File: config.mk
export PLATFORM = sky130hd
export DESIGN_NAME = ssdc_device_flat
export DESIGN_NICKNAME = d
export VERILOG_FILES = /design/src/ssdc_pkg.sv /design/src/ssdc_if.sv /design/src/ssdc_device.sv /design/src/flat_wrapper.sv
export SDC_FILE = /design/constraint.sdc
export NUM_CORES = 1
export LEC_CHECK = 0
export ABC_AREA = 1
export BUFFER_PORTS_ARGS = -buffer_cell sky130_fd_sc_hd__buf_4
export CAP_MARGIN = 30
export CORE_MARGIN = 3
export CORE_UTILIZATION = 45
export CTS_CLUSTER_SIZE = 40
export DETAILED_ROUTE_END_ITERATION = 12
export SYNTH_ARGS = -nofsm -noshare
export SYNTH_HDL_FRONTEND = slang
export SYNTH_SLANG_ARGS = --single-unit
export TNS_END_PERCENT = 30
File: constraint.sdc
create_clock -name clk -period 12.19 [get_ports clk]
set_clock_uncertainty 0.1 [all_clocks]
set_input_delay 2.438 -clock clk [delete_from_list [all_inputs] [get_ports clk]]
set_output_delay 2.438 -clock clk [all_outputs]
set_load 0.01 [all_outputs]
File: src/ssdc_pkg.sv
// constants shared by both ends of the synthesizer serial programming link
// assumes a single 100 MHz system clock on both ends
package ssdc_pkg;
   localparam int WORD_W = 24;
   localparam int SEL_W = 2;
   localparam int INT_W = 9;
   localparam int FRAC_W = 12;
   localparam int MOD_W = 12;
   localparam int RDIV_W = 4;
   localparam int OBS_W = 3;
   // field positions inside the 24-bit word
   localparam int SEL_LSB = 0;
   localparam int FRAC_LSB = 2;
   localparam int INT_LSB = 14;
   localparam int MOD_LSB = 2;
   localparam int RDIV_LSB = 14;
   localparam int OBS_LSB = 20;
   localparam int DBL_BIT = 11;
   // latch selection codes in the two lowest bits
   localparam logic [1:0] SEL_NDIV = 2'h0;
   localparam logic [1:0] SEL_RDIV = 2'h1;
   localparam logic [1:0] SEL_CTRL = 2'h2;
   localparam logic [1:0] SEL_NOISE = 2'h3;
   // observation output selections, anything else drives low
   localparam logic [2:0] OBS_LOCK = 3'h1;
   localparam logic [2:0] OBS_FB = 3'h2;
   localparam logic [2:0] OBS_REF = 3'h3;
   localparam logic [WORD_W-1:0] LATCH_RESET = 24'h000000;
   localparam logic [MOD_W-1:0] MOD_RESET = 12'h002;
   // serial timing, least times in ns, rounded up to clock cycles
   localparam int CLK_PERIOD_NS = 10;
   localparam int T_CLK_HIGH_NS = 25;
   localparam int T_CLK_LOW_NS = 25;
   localparam int T_LE_SETUP_NS = 20;
   localparam int T_LE_WIDTH_NS = 20;
   localparam int CLK_HIGH_CYC = (T_CLK_HIGH_NS + CLK_PERIOD_NS - 1)
                                 / CLK_PERIOD_NS;
   localparam int CLK_LOW_CYC = (T_CLK_LOW_NS + CLK_PERIOD_NS - 1)
                                / CLK_PERIOD_NS;
   localparam int LE_SETUP_CYC = (T_LE_SETUP_NS + CLK_PERIOD_NS - 1)
                                 / CLK_PERIOD_NS;
   localparam int LE_WIDTH_CYC = (T_LE_WIDTH_NS + CLK_PERIOD_NS - 1)
                                 / CLK_PERIOD_NS;
   localparam int WAIT_W = 4;
   localparam int BIT_W = 5;
endpackage

File: src/ssdc_if.sv
// three-wire programming link plus the observation pin
// assumes both ends run from the same clk; no clock travels in here
`timescale 1ns/1ps
`default_nettype none
interface ssdc_if;
   logic sclk;
   logic sdata;
   logic loadStrobe;
   logic observeOut;
   modport hostEnd(output sclk, output sdata, output loadStrobe,
                   input observeOut);
   modport deviceEnd(input sclk, input sdata, input loadStrobe,
                     output observeOut);
endinterface
`default_nettype wire

File: src/ssdc_device.sv
// synthesizer end: serial shift register, four latches and divider logic
// assumes link pins, reference and feedback inputs synchronous to clk
//
// What this block does
// [RULE1] sample data on each serial clock rise
// [RULE2] msb first; last two bits pick latch
// [RULE3] load strobe rise copies word to latch
// [RULE4] observe pin shows lock, feedback or reference
// [RULE5] integer divide is 9 bits, 31..511
// [RULE6] host keeps numerator below the modulus
// [RULE7] host keeps modulus within 2..4095
// [RULE8] 4-bit reference divider, ratios 1..15
// [RULE9] compare rate is ref times (1+D) over R
// [RULE10] feedback divides by int plus frac/mod
// [RULE11] 24-bit shift register, one bit per rising edge
// [RULE12] codes 0..3 pick N, R, control, noise
// [RULE13] new modulus applies after next N write
// [RULE14] latches hold until addressed by a load
// [RULE15] host shifts one whole word per load
`timescale 1ns/1ps
`default_nettype none
module ssdc_device (
   input wire logic clk,
   input wire logic rst,
   ssdc_if.deviceEnd link,
   input wire logic referenceInput,
   input wire logic feedbackRfInput,
   output logic [ssdc_pkg::INT_W-1:0] intValue,
   output logic [ssdc_pkg::FRAC_W-1:0] fracValue,
   output logic [ssdc_pkg::MOD_W-1:0] stepDenominator,
   output logic [ssdc_pkg::RDIV_W-1:0] refDivRatio,
   output logic doublerOn,
   output logic [ssdc_pkg::WORD_W-1:0] controlWord,
   output logic [ssdc_pkg::WORD_W-1:0] noiseWord,
   output logic compareTick,
   output logic feedbackTick,
   output logic lockDetect
);
   typedef struct packed {
      logic [ssdc_pkg::WORD_W-1:0] shift;
      logic [ssdc_pkg::WORD_W-1:0] latchN;
      logic [ssdc_pkg::WORD_W-1:0] latchR;
      logic [ssdc_pkg::WORD_W-1:0] latchCtrl;
      logic [ssdc_pkg::WORD_W-1:0] latchNoise;
      logic [ssdc_pkg::MOD_W-1:0] modActive;
      logic sclkPrev;
      logic lePrev;
      logic refPrev;
      logic fbPrev;
      logic [ssdc_pkg::RDIV_W-1:0] refCnt;
      logic [ssdc_pkg::INT_W:0] fbCnt;
      logic [ssdc_pkg::MOD_W-1:0] acc;
      logic carry;
      logic [1:0] fbPerRef;
      logic lock;
      logic cmpTick;
      logic fbTick;
      logic obs;
   } ssdc_dev_state_t;

   ssdc_dev_state_t st_q;
   ssdc_dev_state_t st_d;

   logic [ssdc_pkg::INT_W-1:0] intNow;
   logic [ssdc_pkg::FRAC_W-1:0] fracNow;
   logic [ssdc_pkg::RDIV_W-1:0] rNow;
   logic [ssdc_pkg::OBS_W-1:0] obsSel;
   logic dblNow;

   assign intNow = st_q.latchN[ssdc_pkg::INT_LSB +: ssdc_pkg::INT_W];
   assign fracNow = st_q.latchN[ssdc_pkg::FRAC_LSB +: ssdc_pkg::FRAC_W];
   assign rNow = st_q.latchR[ssdc_pkg::RDIV_LSB +: ssdc_pkg::RDIV_W];
   assign obsSel = st_q.latchR[ssdc_pkg::OBS_LSB +: ssdc_pkg::OBS_W];
   assign dblNow = st_q.latchCtrl[ssdc_pkg::DBL_BIT];

   always_comb begin
      logic sclkRise;
      logic leRise;
      logic refEdge;
      logic fbRise;
      logic [ssdc_pkg::RDIV_W:0] refNext;
      logic [ssdc_pkg::INT_W:0] fbNext;
      logic [ssdc_pkg::INT_W:0] nNow;
      logic [ssdc_pkg::MOD_W:0] sum;
      sclkRise = 1'b0;
      leRise = 1'b0;
      refEdge = 1'b0;
      fbRise = 1'b0;
      refNext = '0;
      fbNext = '0;
      nNow = '0;
      sum = '0;
      st_d = st_q;
      st_d.sclkPrev = link.sclk;
      st_d.lePrev = link.loadStrobe;
      st_d.refPrev = referenceInput;
      st_d.fbPrev = feedbackRfInput;
      sclkRise = link.sclk & ~st_q.sclkPrev;
      leRise = link.loadStrobe & ~st_q.lePrev;

      if (sclkRise) begin
         st_d.shift = {st_q.shift[ssdc_pkg::WORD_W-2:0], link.sdata}; // [RULE1] [RULE11] [RULE2]
      end
      // the word loaded is the one present before this cycle's shift
      if (leRise) begin // [RULE3] [RULE14] [RULE15]
         case (st_q.shift[ssdc_pkg::SEL_LSB +: ssdc_pkg::SEL_W]) // [RULE2]
            ssdc_pkg::SEL_NDIV: begin // [RULE12]
               st_d.latchN = st_q.shift;
               st_d.modActive = st_q.latchR[ssdc_pkg::MOD_LSB +:
                                            ssdc_pkg::MOD_W]; // [RULE13]
            end
            ssdc_pkg::SEL_RDIV: begin
               st_d.latchR = st_q.shift; // [RULE13]
            end
            ssdc_pkg::SEL_CTRL: begin
               st_d.latchCtrl = st_q.shift;
            end
            default: begin
               st_d.latchNoise = st_q.shift;
            end
         endcase
      end

      // reference counter counts both edges when doubled
      refEdge = (referenceInput & ~st_q.refPrev)
              | (dblNow & ~referenceInput & st_q.refPrev); // [RULE9]
      st_d.cmpTick = 1'b0;
      if (refEdge) begin
         refNext = {1'b0, st_q.refCnt} + 5'h01;
         if (refNext >= {1'b0, rNow}) begin // [RULE8] [RULE9]
            st_d.refCnt = '0;
            st_d.cmpTick = 1'b1;
         end else begin
            st_d.refCnt = refNext[ssdc_pkg::RDIV_W-1:0];
         end
      end

      // feedback divides by int, or int+1 when the accumulator carried
      fbRise = feedbackRfInput & ~st_q.fbPrev;
      nNow = {1'b0, intNow} + {{ssdc_pkg::INT_W{1'b0}}, st_q.carry}; // [RULE5]
      st_d.fbTick = 1'b0;
      if (fbRise) begin
         fbNext = st_q.fbCnt + 10'h001;
         if (fbNext >= nNow) begin // [RULE10]
            st_d.fbCnt = '0;
            st_d.fbTick = 1'b1;
            sum = {1'b0, st_q.acc} + {1'b0, fracNow};
            if (sum >= {1'b0, st_q.modActive}) begin // [RULE10]
               sum = sum - {1'b0, st_q.modActive};
               st_d.carry = 1'b1;
            end else begin
               st_d.carry = 1'b0;
            end
            st_d.acc = sum[ssdc_pkg::MOD_W-1:0];
         end else begin
            st_d.fbCnt = fbNext;
         end
      end

      // lock means exactly one feedback tick per compare period
      if (st_q.cmpTick) begin
         st_d.lock = (st_q.fbPerRef == 2'h1);
         st_d.fbPerRef = {1'b0, st_q.fbTick};
      end else if (st_q.fbTick && st_q.fbPerRef != 2'h3) begin
         st_d.fbPerRef = st_q.fbPerRef + 2'h1;
      end

      case (obsSel) // [RULE4]
         ssdc_pkg::OBS_LOCK: st_d.obs = st_q.lock;
         ssdc_pkg::OBS_FB: st_d.obs = st_q.fbTick;
         ssdc_pkg::OBS_REF: st_d.obs = st_q.cmpTick;
         default: st_d.obs = 1'b0;
      endcase
   end

   always_ff @(posedge clk or posedge rst) begin
      if (rst) begin
         st_q <= '0;
         st_q.modActive <= ssdc_pkg::MOD_RESET;
      end else begin
         st_q <= st_d;
      end
   end

   assign link.observeOut = st_q.obs;
   assign intValue = intNow;
   assign fracValue = fracNow;
   assign stepDenominator = st_q.modActive;
   assign refDivRatio = rNow;
   assign doublerOn = dblNow;
   assign controlWord = st_q.latchCtrl;
   assign noiseWord = st_q.latchNoise;
   assign compareTick = st_q.cmpTick;
   assign feedbackTick = st_q.fbTick;
   assign lockDetect = st_q.lock;
endmodule
`default_nettype wire

File: src/flat_wrapper.sv
// flat-port wrapper written by rule: the top's interface ports become plain ports
module ssdc_device_flat 
  (clk, rst, referenceInput, feedbackRfInput, intValue, fracValue, stepDenominator, refDivRatio, doublerOn, controlWord, noiseWord, compareTick, feedbackTick, lockDetect, link_sclk, link_sdata, link_loadStrobe, link_observeOut);
  ssdc_if link_i ();
  input wire logic clk;
  input wire logic rst;
  input wire logic referenceInput;
  input wire logic feedbackRfInput;
  output logic [ssdc_pkg::INT_W-1:0] intValue;
  output logic [ssdc_pkg::FRAC_W-1:0] fracValue;
  output logic [ssdc_pkg::MOD_W-1:0] stepDenominator;
  output logic [ssdc_pkg::RDIV_W-1:0] refDivRatio;
  output logic doublerOn;
  output logic [ssdc_pkg::WORD_W-1:0] controlWord;
  output logic [ssdc_pkg::WORD_W-1:0] noiseWord;
  output logic compareTick;
  output logic feedbackTick;
  output logic lockDetect;
  input wire logic [$bits(link_i.sclk)-1:0] link_sclk;
  input wire logic [$bits(link_i.sdata)-1:0] link_sdata;
  input wire logic [$bits(link_i.loadStrobe)-1:0] link_loadStrobe;
  output wire logic [$bits(link_i.observeOut)-1:0] link_observeOut;
  assign link_i.sclk = link_sclk;
  assign link_i.sdata = link_sdata;
  assign link_i.loadStrobe = link_loadStrobe;
  assign link_observeOut = link_i.observeOut;
  ssdc_device u_core (.clk(clk), .rst(rst), .link(link_i), .referenceInput(referenceInput), .feedbackRfInput(feedbackRfInput), .intValue(intValue), .fracValue(fracValue), .stepDenominator(stepDenominator), .refDivRatio(refDivRatio), .doublerOn(doublerOn), .controlWord(controlWord), .noiseWord(noiseWord), .compareTick(compareTick), .feedbackTick(feedbackTick), .lockDetect(lockDetect));
endmodule
==> results of run 1 <==
-- layer usage --
metal	global-route usage [%]	up-vias	routed length (um)
met5	0	-	0
li1	-	3253	-
met1	25.51	2975	9301
met4	4.891	0	225
met2	26.59	76	7972
met3	3.955	14	630
-- final timing paths --
path | from | to | cells after the start
max | feedbackRfInput | u_core.st_q[16]$_DFFE_PP0P_ | 7
min | u_core.obsSel[2]$_DFFE_PP0P_ | u_core.link.observeOut$_DFF_PP0_ | 1
max reg2reg | u_core.fracValue[0]$_DFFE_PP0P_ | u_core.st_q[16]$_DFFE_PP0P_ | 22
min reg2reg | u_core.obsSel[2]$_DFFE_PP0P_ | u_core.link.observeOut$_DFF_PP0_ | 1
max in group asynchronous | rst | u_core.st_q[147]$_DFFE_PP0P_ | 4
min in group asynchronous | rst | u_core.st_q[33]$_DFF_PP0_ | 2
-- sequential cells by signal (all words and copies together), names as in the netlist, 3 cells and up --
name,flops
u_core.st_q,69
u_core.noiseWord,24
u_core.refDivRatio,4
u_core.intValue,9
u_core.controlWord,24
u_core.fracValue,12
u_core.stepDenominator,12
u_core.obsSel,3
-- cells in the mapped netlist, types with 2 or more instances --
library cell and number:
nand2_1 222, dfrtp_1 160, o21ai_0 130, inv_1 123, buf_4 87, nand3_1 56, nor2_1 48, ha_1 44
a21oi_1 34, xor2_1 23, nand2_2 22, clkbuf_1 20, nand3_2 11, nand4_1 9, xnor2_1 6, buf_1 4
o21bai_1 4, nor2_2 3, a21boi_0 2, buf_2 2, fa_1 2, mux2_2 2, nand2_4 2, nand3b_1 2
nor3_1 2, o21ai_1 2
-- placed cells by master (no fill, tap or decap), types with 2 or more instances in the layout --
master      instances
nor3_1              2
bufinv_16           4
o21ai_0           130
nand3b_1            2
a21oi_1            34
buf_16              2
nor2_1             48
nand3_2            12
o21ai_1             2
clkinv_2            3
nand3_1            55
dfrtp_1           160
nand2_4             2
inv_1             122
xor2_1             23
nand2_1           222
ha_1               44
nand4_1             9
clkbuf_16          17
nor2_2              3
fa_1                2
buf_4             100
o21bai_1            4
mux2_2              2
nand2_2            22
clkbuf_8            3
inv_6               2
clkinvlp_4          2
a21boi_0            2
xnor2_1             6
-- power by group through the flow --
stage               sequential, mW  combinational (mW)  clock [mW]
global route                 0.729                1.15       0.612
CTS                          0.717                1.02       0.590
finish                       0.717                1.01       0.575
detailed placement           0.725                1.01           0
global placement             0.725                1.00           0
floorplan                    0.694               0.861           0
-- kinds of logic (layout without fill, tap and decap cells) --
family,after synthesis,after routing,synth area share [%]
AND/OR/NAND/NOR,380,380,19.29
buffers and inverters,239,259,14.25
AO/OA/AOI/OAI,179,179,10.62
flip-flops,161,161,45.96
adder cells (fa/ha/maj),46,46,6.734
XOR/XNOR,29,29,2.896
multiplexers,2,2,0.2568
-- through the flow --
step / cell area [um2] / util [%] / worst slack [ps]
global route: 9792 / 51.66 / 8123
detailed placement: 9146 / 48.25 / 8007
finish: 9792 / 51.66 / 8425
floorplan: 8770 / - / 5305
CTS: 9792 / 51.66 / 8439
global placement: 9071 / 47.85 / 7738
-- worst max-delay path, delay by kind of cell --
family | cells | cell delay [ps]
AND/OR/NAND/NOR | 4 | 1070
buffers and inverters | 3 | 490
-- area by class of cell --
class                           count  area, um2
Inverter                          124      470.5
Tap cell                          260      325.3
Sequential cell                   161       4030
Multi-Input combinational cell    636       3495
Fill cell                        1804       9164
Clock buffer                       20      466.7
Timing Repair Buffer              103      825.8
Clock inverter                     12      178.9
==> flow_summary.ini, run 1 <==
[outcome]
status = completed

[layout]
antennaDiodeCount = 0
finalNonFillerCells = 1316
area_growth_pct = 11.66
num-nets-final = 1096
drive_gt1_share_pct = 17.33

[placed_design]
gp_congestion = 0.9168
place_inst = 1284
port_buffers = 96
place_hpwl_um = 13580

[global_routing]
grt_overflow = 0
grt_pass1_wl_um = 30550
gr-usage-all-layers_pct = 17.55
grt_pass1_vias = 6003
antenna_found_initial = 0
grt_max_degree = 92

[logic_synthesis]
yosysWarnings = 0
synth_top_cell_area_share_pct = 45.66
ys_dominant_reg_cell = dfrtp_1
synth_nets = 1089
yosys.area.top_type = dfrtp_1
ys_seq_area_share_pct = 45.96
netlist_instances = 1036
syn_avg_cell_area_um2 = 8.465
synth_edf_count = 0
yosysUniqueCellTypes = 40
ys_async_sr_fraction_pct = 100.0
netlist_area_um2 = 8770
synth_seq_cells = 161
synth.area.top_cells = dfrtp_1 46%, nand2_1 9.5%, buf_4 7.4%

[pwr]
sequentialPowerShare_pct = 31.1
power.density_nw_per_um2 = 235.4
power_mw = 2.305
ir_drop_v = 0.0001318
switching_share_pct = 39.71
intPower_mw = 1.390
power.switching_mw = 0.9153
power_frac_comb_pct = 43.9
leakage_nw = 5.012
clkPwrFrac_pct = 25.0

[clock_network]
root_buffer = clkbuf_16
htree_num_levels = 4
cts_tree = yes
post_cts_resized = 0
cts-buffers-inserted = 17
path_clk_slew_ps = 60
post-cts-setup-buffers = 0
ctsHoldBuffers = 0
insertion_delay_ps = 420
clock-sinks = 161
cts_max_path_buffers = 2

[worst_setup_path]
cp.required_ps = 12440
worstSetupStartpointType = input port
max_stage_delay_ps = 510
cp_cell_sequence = buf_4 > inv_1 > nor2_2 > nand2_2 > inv_2 > nand3_1 > nand2_1
crit_slowest_cell = nor2_2
ff2ff_setup_slack_ps = 8550
critical_path_peak_fanout = 19
crit_path_end_kind = flop
worst_ep_arrival_time_ps = 4020
worstSetupPathType = in -> reg

[floorplan]
core_um2 = 18960
start_util_pct = 46.26
num_rows = 50
die_x_um = 145.6
io_pins = 97
die_area_um2 = 21200
die_h_um = 145.6

[timing]
fin_tns_setup_ps = 0
max_freq_mhz = 265.6
min_period_ps = 3765
final_hold_viol_count = 0
maxSlewViolCount = 0
tightest_slew_ps = 655.8
fin_crit_sh_pct = 30.89
holdWs_ps = 366.9
setup_viol = 0
rsz0062_at_grt = no
relSlewSlack_pct = 56.23

[detailed_routing]
drt_iter0_markers = 325
drc = 0
dr.pass1.iters = 4
routed_wl_um = 18130
drtAntennaViolNets = 0
vias_per_cell = 4.801
via_count = 6318
drt-wirelength-per-cell_um = 13.78

[hold_path]
hp-class = reg -> reg

[run]
maxCapViolations = 0
No activity file was read; power rests on OpenSTA's default activity.
==> run 2, diff against run 1 <==
- clock period: 12.19 -> 3.5 ns (I/O delays scaled with it)
==> run 2 against run 1 <==
Against the previous run: clock power grew to 3.7 times the previous value; routed wire length is 3.6% higher; utilization rose by 0.67 points; non-clock buffer count rose by 4; clock-buffer cell count down 2; design area grew 1.3%; critical path depth rose by 15; worst hold slack worse by 230 ps; combinational power rose to 3.7 times the previous value.
==> flow_summary.ini, run 2 (synthesis results as in run 1) <==
[outcome]
status = completed

[timing]
relSlewSlack_pct = 60.31
fin_crit_sh_pct = 93.12
max_freq_mhz = 306.8
final_hold_viol_count = 0
min_period_ps = 3259
holdWs_ps = 132.9
tightest_slew_ps = 593.7
maxSlewViolCount = 0
fin_tns_setup_ps = 0
rsz0062_at_grt = no
setup_viol = 0

[clock_network]
insertion_delay_ps = 420
ctsHoldBuffers = 0
cts-buffers-inserted = 17
path_clk_slew_ps = 70
htree_num_levels = 4
root_buffer = clkbuf_16
cts_tree = yes
clock-sinks = 161
cts_max_path_buffers = 2

[worst_setup_path]
cp.required_ps = 3710
worstSetupPathType = reg -> reg
worstSetupStartpointType = flop
cp-startpoint = u_core.st_q[7]$_DFFE_PP0P_
critical_path_peak_fanout = 14
worst_ep_arrival_time_ps = 3470
worstReg2RegStart = u_core.st_q[7]$_DFFE_PP0P_
crit_path_end_kind = flop

[detailed_routing]
drc = 0
drtAntennaViolNets = 0
drt-wirelength-per-cell_um = 14.22
vias_per_cell = 4.840
routed_wl_um = 18790
drt_iter0_markers = 494
via_count = 6394
dr.pass1.iters = 5

[global_routing]
antenna_found_initial = 0
grt_pass1_vias = 6168
grt_max_degree = 69
grt_pass1_wl_um = 31710
gr-usage-all-layers_pct = 18.24
grt_overflow = 0

[pwr]
power.switching_mw = 3.333
switching_share_pct = 39.92
intPower_mw = 5.016
power.density_nw_per_um2 = 841.7
clkPwrFrac_pct = 25.7
power_frac_comb_pct = 44.6
ir_drop_v = 0.0004219
leakage_nw = 5.039
sequentialPowerShare_pct = 29.7

[layout]
largest_reg_flops = 69
num-nets-final = 1101
nFillCells = 1827
mostFrequentLayoutCells = 222 x nand2_1, 160 x dfrtp_1, 130 x o21ai_0
top_register = u_core.st_q
final_common_cell = nand2_1
drive_gt1_share_pct = 18.10
area_growth_pct = 13.11
antennaDiodeCount = 0

[floorplan]
die_h_um = 145.6
num_rows = 50
core_um2 = 18960
io_pins = 97
die_x_um = 145.6
die_area_um2 = 21200
start_util_pct = 46.26

[run]
maxCapViolations = 0

[hold_path]
hp-class = in -> async

[placed_design]
gp_congestion = 0.9466
port_buffers = 96
place_hpwl_um = 14090
## run 2: changes by cell type in the layout (fill, tap and decap cells not counted), sizes merged
cell | before | now
inv | 126 | 127
nand2 | 246 | 247
clkbuf | 20 | 18
buf | 103 | 107
clkinvlp | 2 | 4
bufinv | 4 | 6
clkinv | 4 | 1
## run 2: timing repair
| item | CTS | global route |
|---|---|---|
| buffers inserted | 0 | 1 |
| resized for setup | 0 | 7 |
| endpoints found under the setup margin | 0 | 13 |
## run 2: power by group through the flow
stage / combinational, mW / sequential, mW / clock (mW)
floorplan: 3.00 / 2.42 / 0
global placement: 3.60 / 2.51 / 0
detailed placement: 3.59 / 2.51 / 0
CTS: 3.61 / 2.48 / 2.20
global route: 4.20 / 2.53 / 2.28
finish: 3.72 / 2.48 / 2.15
## run 2: per-layer routing
metal / vias to the layer above / wire [um] / track usage, %
met5: - / 0 / 0
met4: 0 / 201 / 4.179
met3: 15 / 833 / 4.485
met2: 98 / 8113 / 26.38
met1: 3030 / 9637 / 27.73
li1: 3251 / - / -
## run 2: area by class of cell
class	count	area, um2	share of cell area, %
Timing Repair Buffer	107	853.3	8.602
Sequential cell	161	4030	40.63
Clock buffer	18	439.2	4.427
Inverter	124	469.2	4.730
Tap cell	260	325.3	3.280
Clock inverter	14	249.0	2.510
Multi-Input combinational cell	637	3553	35.82
## run 2: stage by stage
step / cell area, um2 / power, mW / std cells / utilization [%] / worst slack [ps]
2_1_floorplan: 8773 / 5.416 / 1036 / - / 475.4
3_3_place_gp: 9165 / 6.105 / 1287 / 48.35 / 154.5
3_5_place_dp: 9165 / 6.106 / 1287 / 48.35 / 73.78
4_1_cts: 9853 / 8.295 / 1319 / 51.98 / 33.99
5_1_grt: 9920 / 9.004 / 1321 / 52.33 / 12.38
6_report: 9920 / 8.349 / 1321 / 52.33 / 240.6
## run 2: critical path, stage by stage, from the launching register on
cell and delay [ps]:
dfrtp_1 360, ha_2 200, inv_1 50, fa_1 390, inv_1 120, nand3_1 70, nand3_1 110, nand2_1 60
nand2_1 110, xor2_2 180, inv_1 90, ha_4 300, nand2_2 70, nor2_2 130, nand3_1 100, nand3_2 110
nand2_2 50, nand2_2 100, nand2_8 110, nand2_4 150, nand2_2 60, nand3_2 60, nand2_2 40
## run 2: worst paths after layout
kind,to,slack (ps),cells after the start
worst max register to register,u_core.st_q[10]$_DFFE_PP0P_,240,22
worst max-delay path,u_core.st_q[10]$_DFFE_PP0P_,240,22
max in group asynchronous,u_core.st_q[146]$_DFFE_PP0P_,2550,3
min in group clk,u_core.st_q[35]$_DFF_PP0_,300,1
worst min-delay path,u_core.st_q[26]$_DFFE_PP0P_,130,2
worst min register to register,u_core.noiseWord[0]$_DFFE_PP0P_,370,2
==> run 3, diff against run 2 <==
- CORE_ASPECT_RATIO: default -> 1.75
==> run 3 against run 2 <==
Against the previous run: sequential power barely moved; clock power is 14% lower; worst hold slack improved by 160 ps; utilization down 0.52 points.
==> flow_summary.ini, run 3 (synthesis results as in run 1) <==
[timing]
min_period_ps = 3279
final_hold_viol_count = 0
setup_viol = 0
fin_tns_setup_ps = 0
fin_crit_sh_pct = 93.69
maxSlewViolCount = 0
max_freq_mhz = 305.0
tightest_slew_ps = 878.3
holdWs_ps = 293.1
rsz0062_at_grt = no
relSlewSlack_pct = 41.45

[pwr]
power.density_nw_per_um2 = 828.1
leakage_nw = 4.974
ir_drop_v = 0.0003706

[worst_setup_path]
worstSetupPathType = reg -> reg
crit_buf_inv = 4
crit_slowest_cell = fa_1
worstSetupStartpointType = flop
crit_path_end_kind = flop
cp.required_ps = 3760
critPathTopFamily = simple AND/OR/NAND/NOR gates
critPathMostFrequentCell = nand2_2
max_stage_delay_ps = 400
critical_path_peak_fanout = 14
worst_ep_arrival_time_ps = 3540
cp_cell_sequence = ha_2 > inv_1 > fa_1 > inv_1 > nand3_1 > nand3_1 > buf_4 > xor2_2 > ha_1 > nand2_2 > inv_1 > nand2_1 > nand2_1 > nand2_1 > nand3_2 > nand2_2 > nand2_2 > nand2_8 > nand2_4 > nand2_2 > nand3_2 > nand2_2

[placed_design]
gp_congestion = 0.8947
port_buffers = 96
place_hpwl_um = 14500

[layout]
finish.utilization_pct = 51.81
drive_gt1_share_pct = 18.04
antennaDiodeCount = 0
mostFrequentLayoutCells = 222 x nand2_1, 160 x dfrtp_1, 130 x o21ai_0
nFillCells = 1860
area_growth_pct = 11.23
final_common_cell = nand2_1
top_register = u_core.st_q
num-nets-final = 1099
largest_reg_flops = 69

[clock_network]
cts_tree = yes
root_buffer = clkbuf_16
htree_num_levels = 4
ctsHoldBuffers = 0
insertion_delay_ps = 420
cts_max_path_buffers = 2
clock-sinks = 161
cts-buffers-inserted = 17
path_clk_slew_ps = 70

[detailed_routing]
dr.pass1.iters = 5
drc = 0
drt-wirelength-per-cell_um = 15.14
routed_wl_um = 19630
drtAntennaViolNets = 0
vias_per_cell = 4.956
drt_iter0_markers = 375
via_count = 6428

[floorplan]
start_util_pct = 46.58
io_pins = 97
die_area_um2 = 21260
core_um2 = 18830
die_h_um = 190.7
die_x_um = 111.5
num_rows = 66

[global_routing]
gr-usage-all-layers_pct = 18.96
grt_pass1_vias = 6468
antenna_found_initial = 0
grt_overflow = 0
grt_max_degree = 162
grt_pass1_wl_um = 32200

[outcome]
status = completed

[run]
maxCapViolations = 0

[hold_path]
hp-class = in -> reg
run 3: metrics by stage:
| stage | setup slack [ps] | cells | instance area [um2] | power (mW) |
|---|---|---|---|---|
| final | 220.9 | 1297 | 9754 | 8.078 |
| after global routing | 13.02 | 1297 | 9754 | 8.722 |
| after CTS | 25.80 | 1295 | 9683 | 8.031 |
| after detailed placement | 67.24 | 1263 | 9090 | 6.136 |
| after global placement | 129.8 | 1263 | 9090 | 6.117 |
| after floorplan | 475.4 | 1036 | 8773 | 5.416 |
run 3: worst paths after layout:
path | startpoint | to | slack, ps | depth (start not counted)
worst max-delay path | u_core.fracValue[0]$_DFFE_PP0P_ | u_core.st_q[12]$_DFFE_PP0P_ | 220 | 22
min in group asynchronous | rst | u_core.controlWord[14]$_DFFE_PP0P_ | 420 | 3
worst min-delay path | link_sclk | u_core.st_q[36]$_DFF_PP0_ | 290 | 1
worst min register to register | u_core.obsSel[2]$_DFFE_PP0P_ | u_core.link.observeOut$_DFF_PP0_ | 370 | 1
max in group asynchronous | rst | u_core.noiseWord[5]$_DFFE_PP0P_ | 2220 | 3
worst max register to register | u_core.fracValue[0]$_DFFE_PP0P_ | u_core.st_q[12]$_DFFE_PP0P_ | 220 | 22
run 3: layout make-up:
| cell class | instances | area [um2] | area share, % |
|---|---|---|---|
| flip-flops and latches | 161 | 4030 | 41.32 |
| multi-input cells | 637 | 3563 | 36.53 |
| repair buffers | 105 | 800.8 | 8.209 |
| inverters | 124 | 469.2 | 4.810 |
| clock buffers | 18 | 439.2 | 4.502 |
| well taps | 238 | 297.8 | 3.053 |
| clock inverters | 14 | 153.9 | 1.578 |
run 3: report_power, final:
group | switching [mW] | total (mW) | internal, mW | leakage [nW]
sequential | 0.261 | 2.48 | 2.22 | 2.14
clock | 0.773 | 1.85 | 1.08 | 0.284
combinational | 2.32 | 3.75 | 1.43 | 2.55
total | 3.35 | 8.08 | 4.73 | 4.97
run 3: what timing repair did:
action	in CTS	in global routing
setup endpoints to repair	0	13
resized for setup	0	8
buffers inserted	0	1
run 3: metal layers:
layer  global-route usage (%)  share of wire, %
met2                    35.12                54
met3                    3.652               3.0
met1                    21.96                41
met5                        0                 0
met4                    5.855               1.5
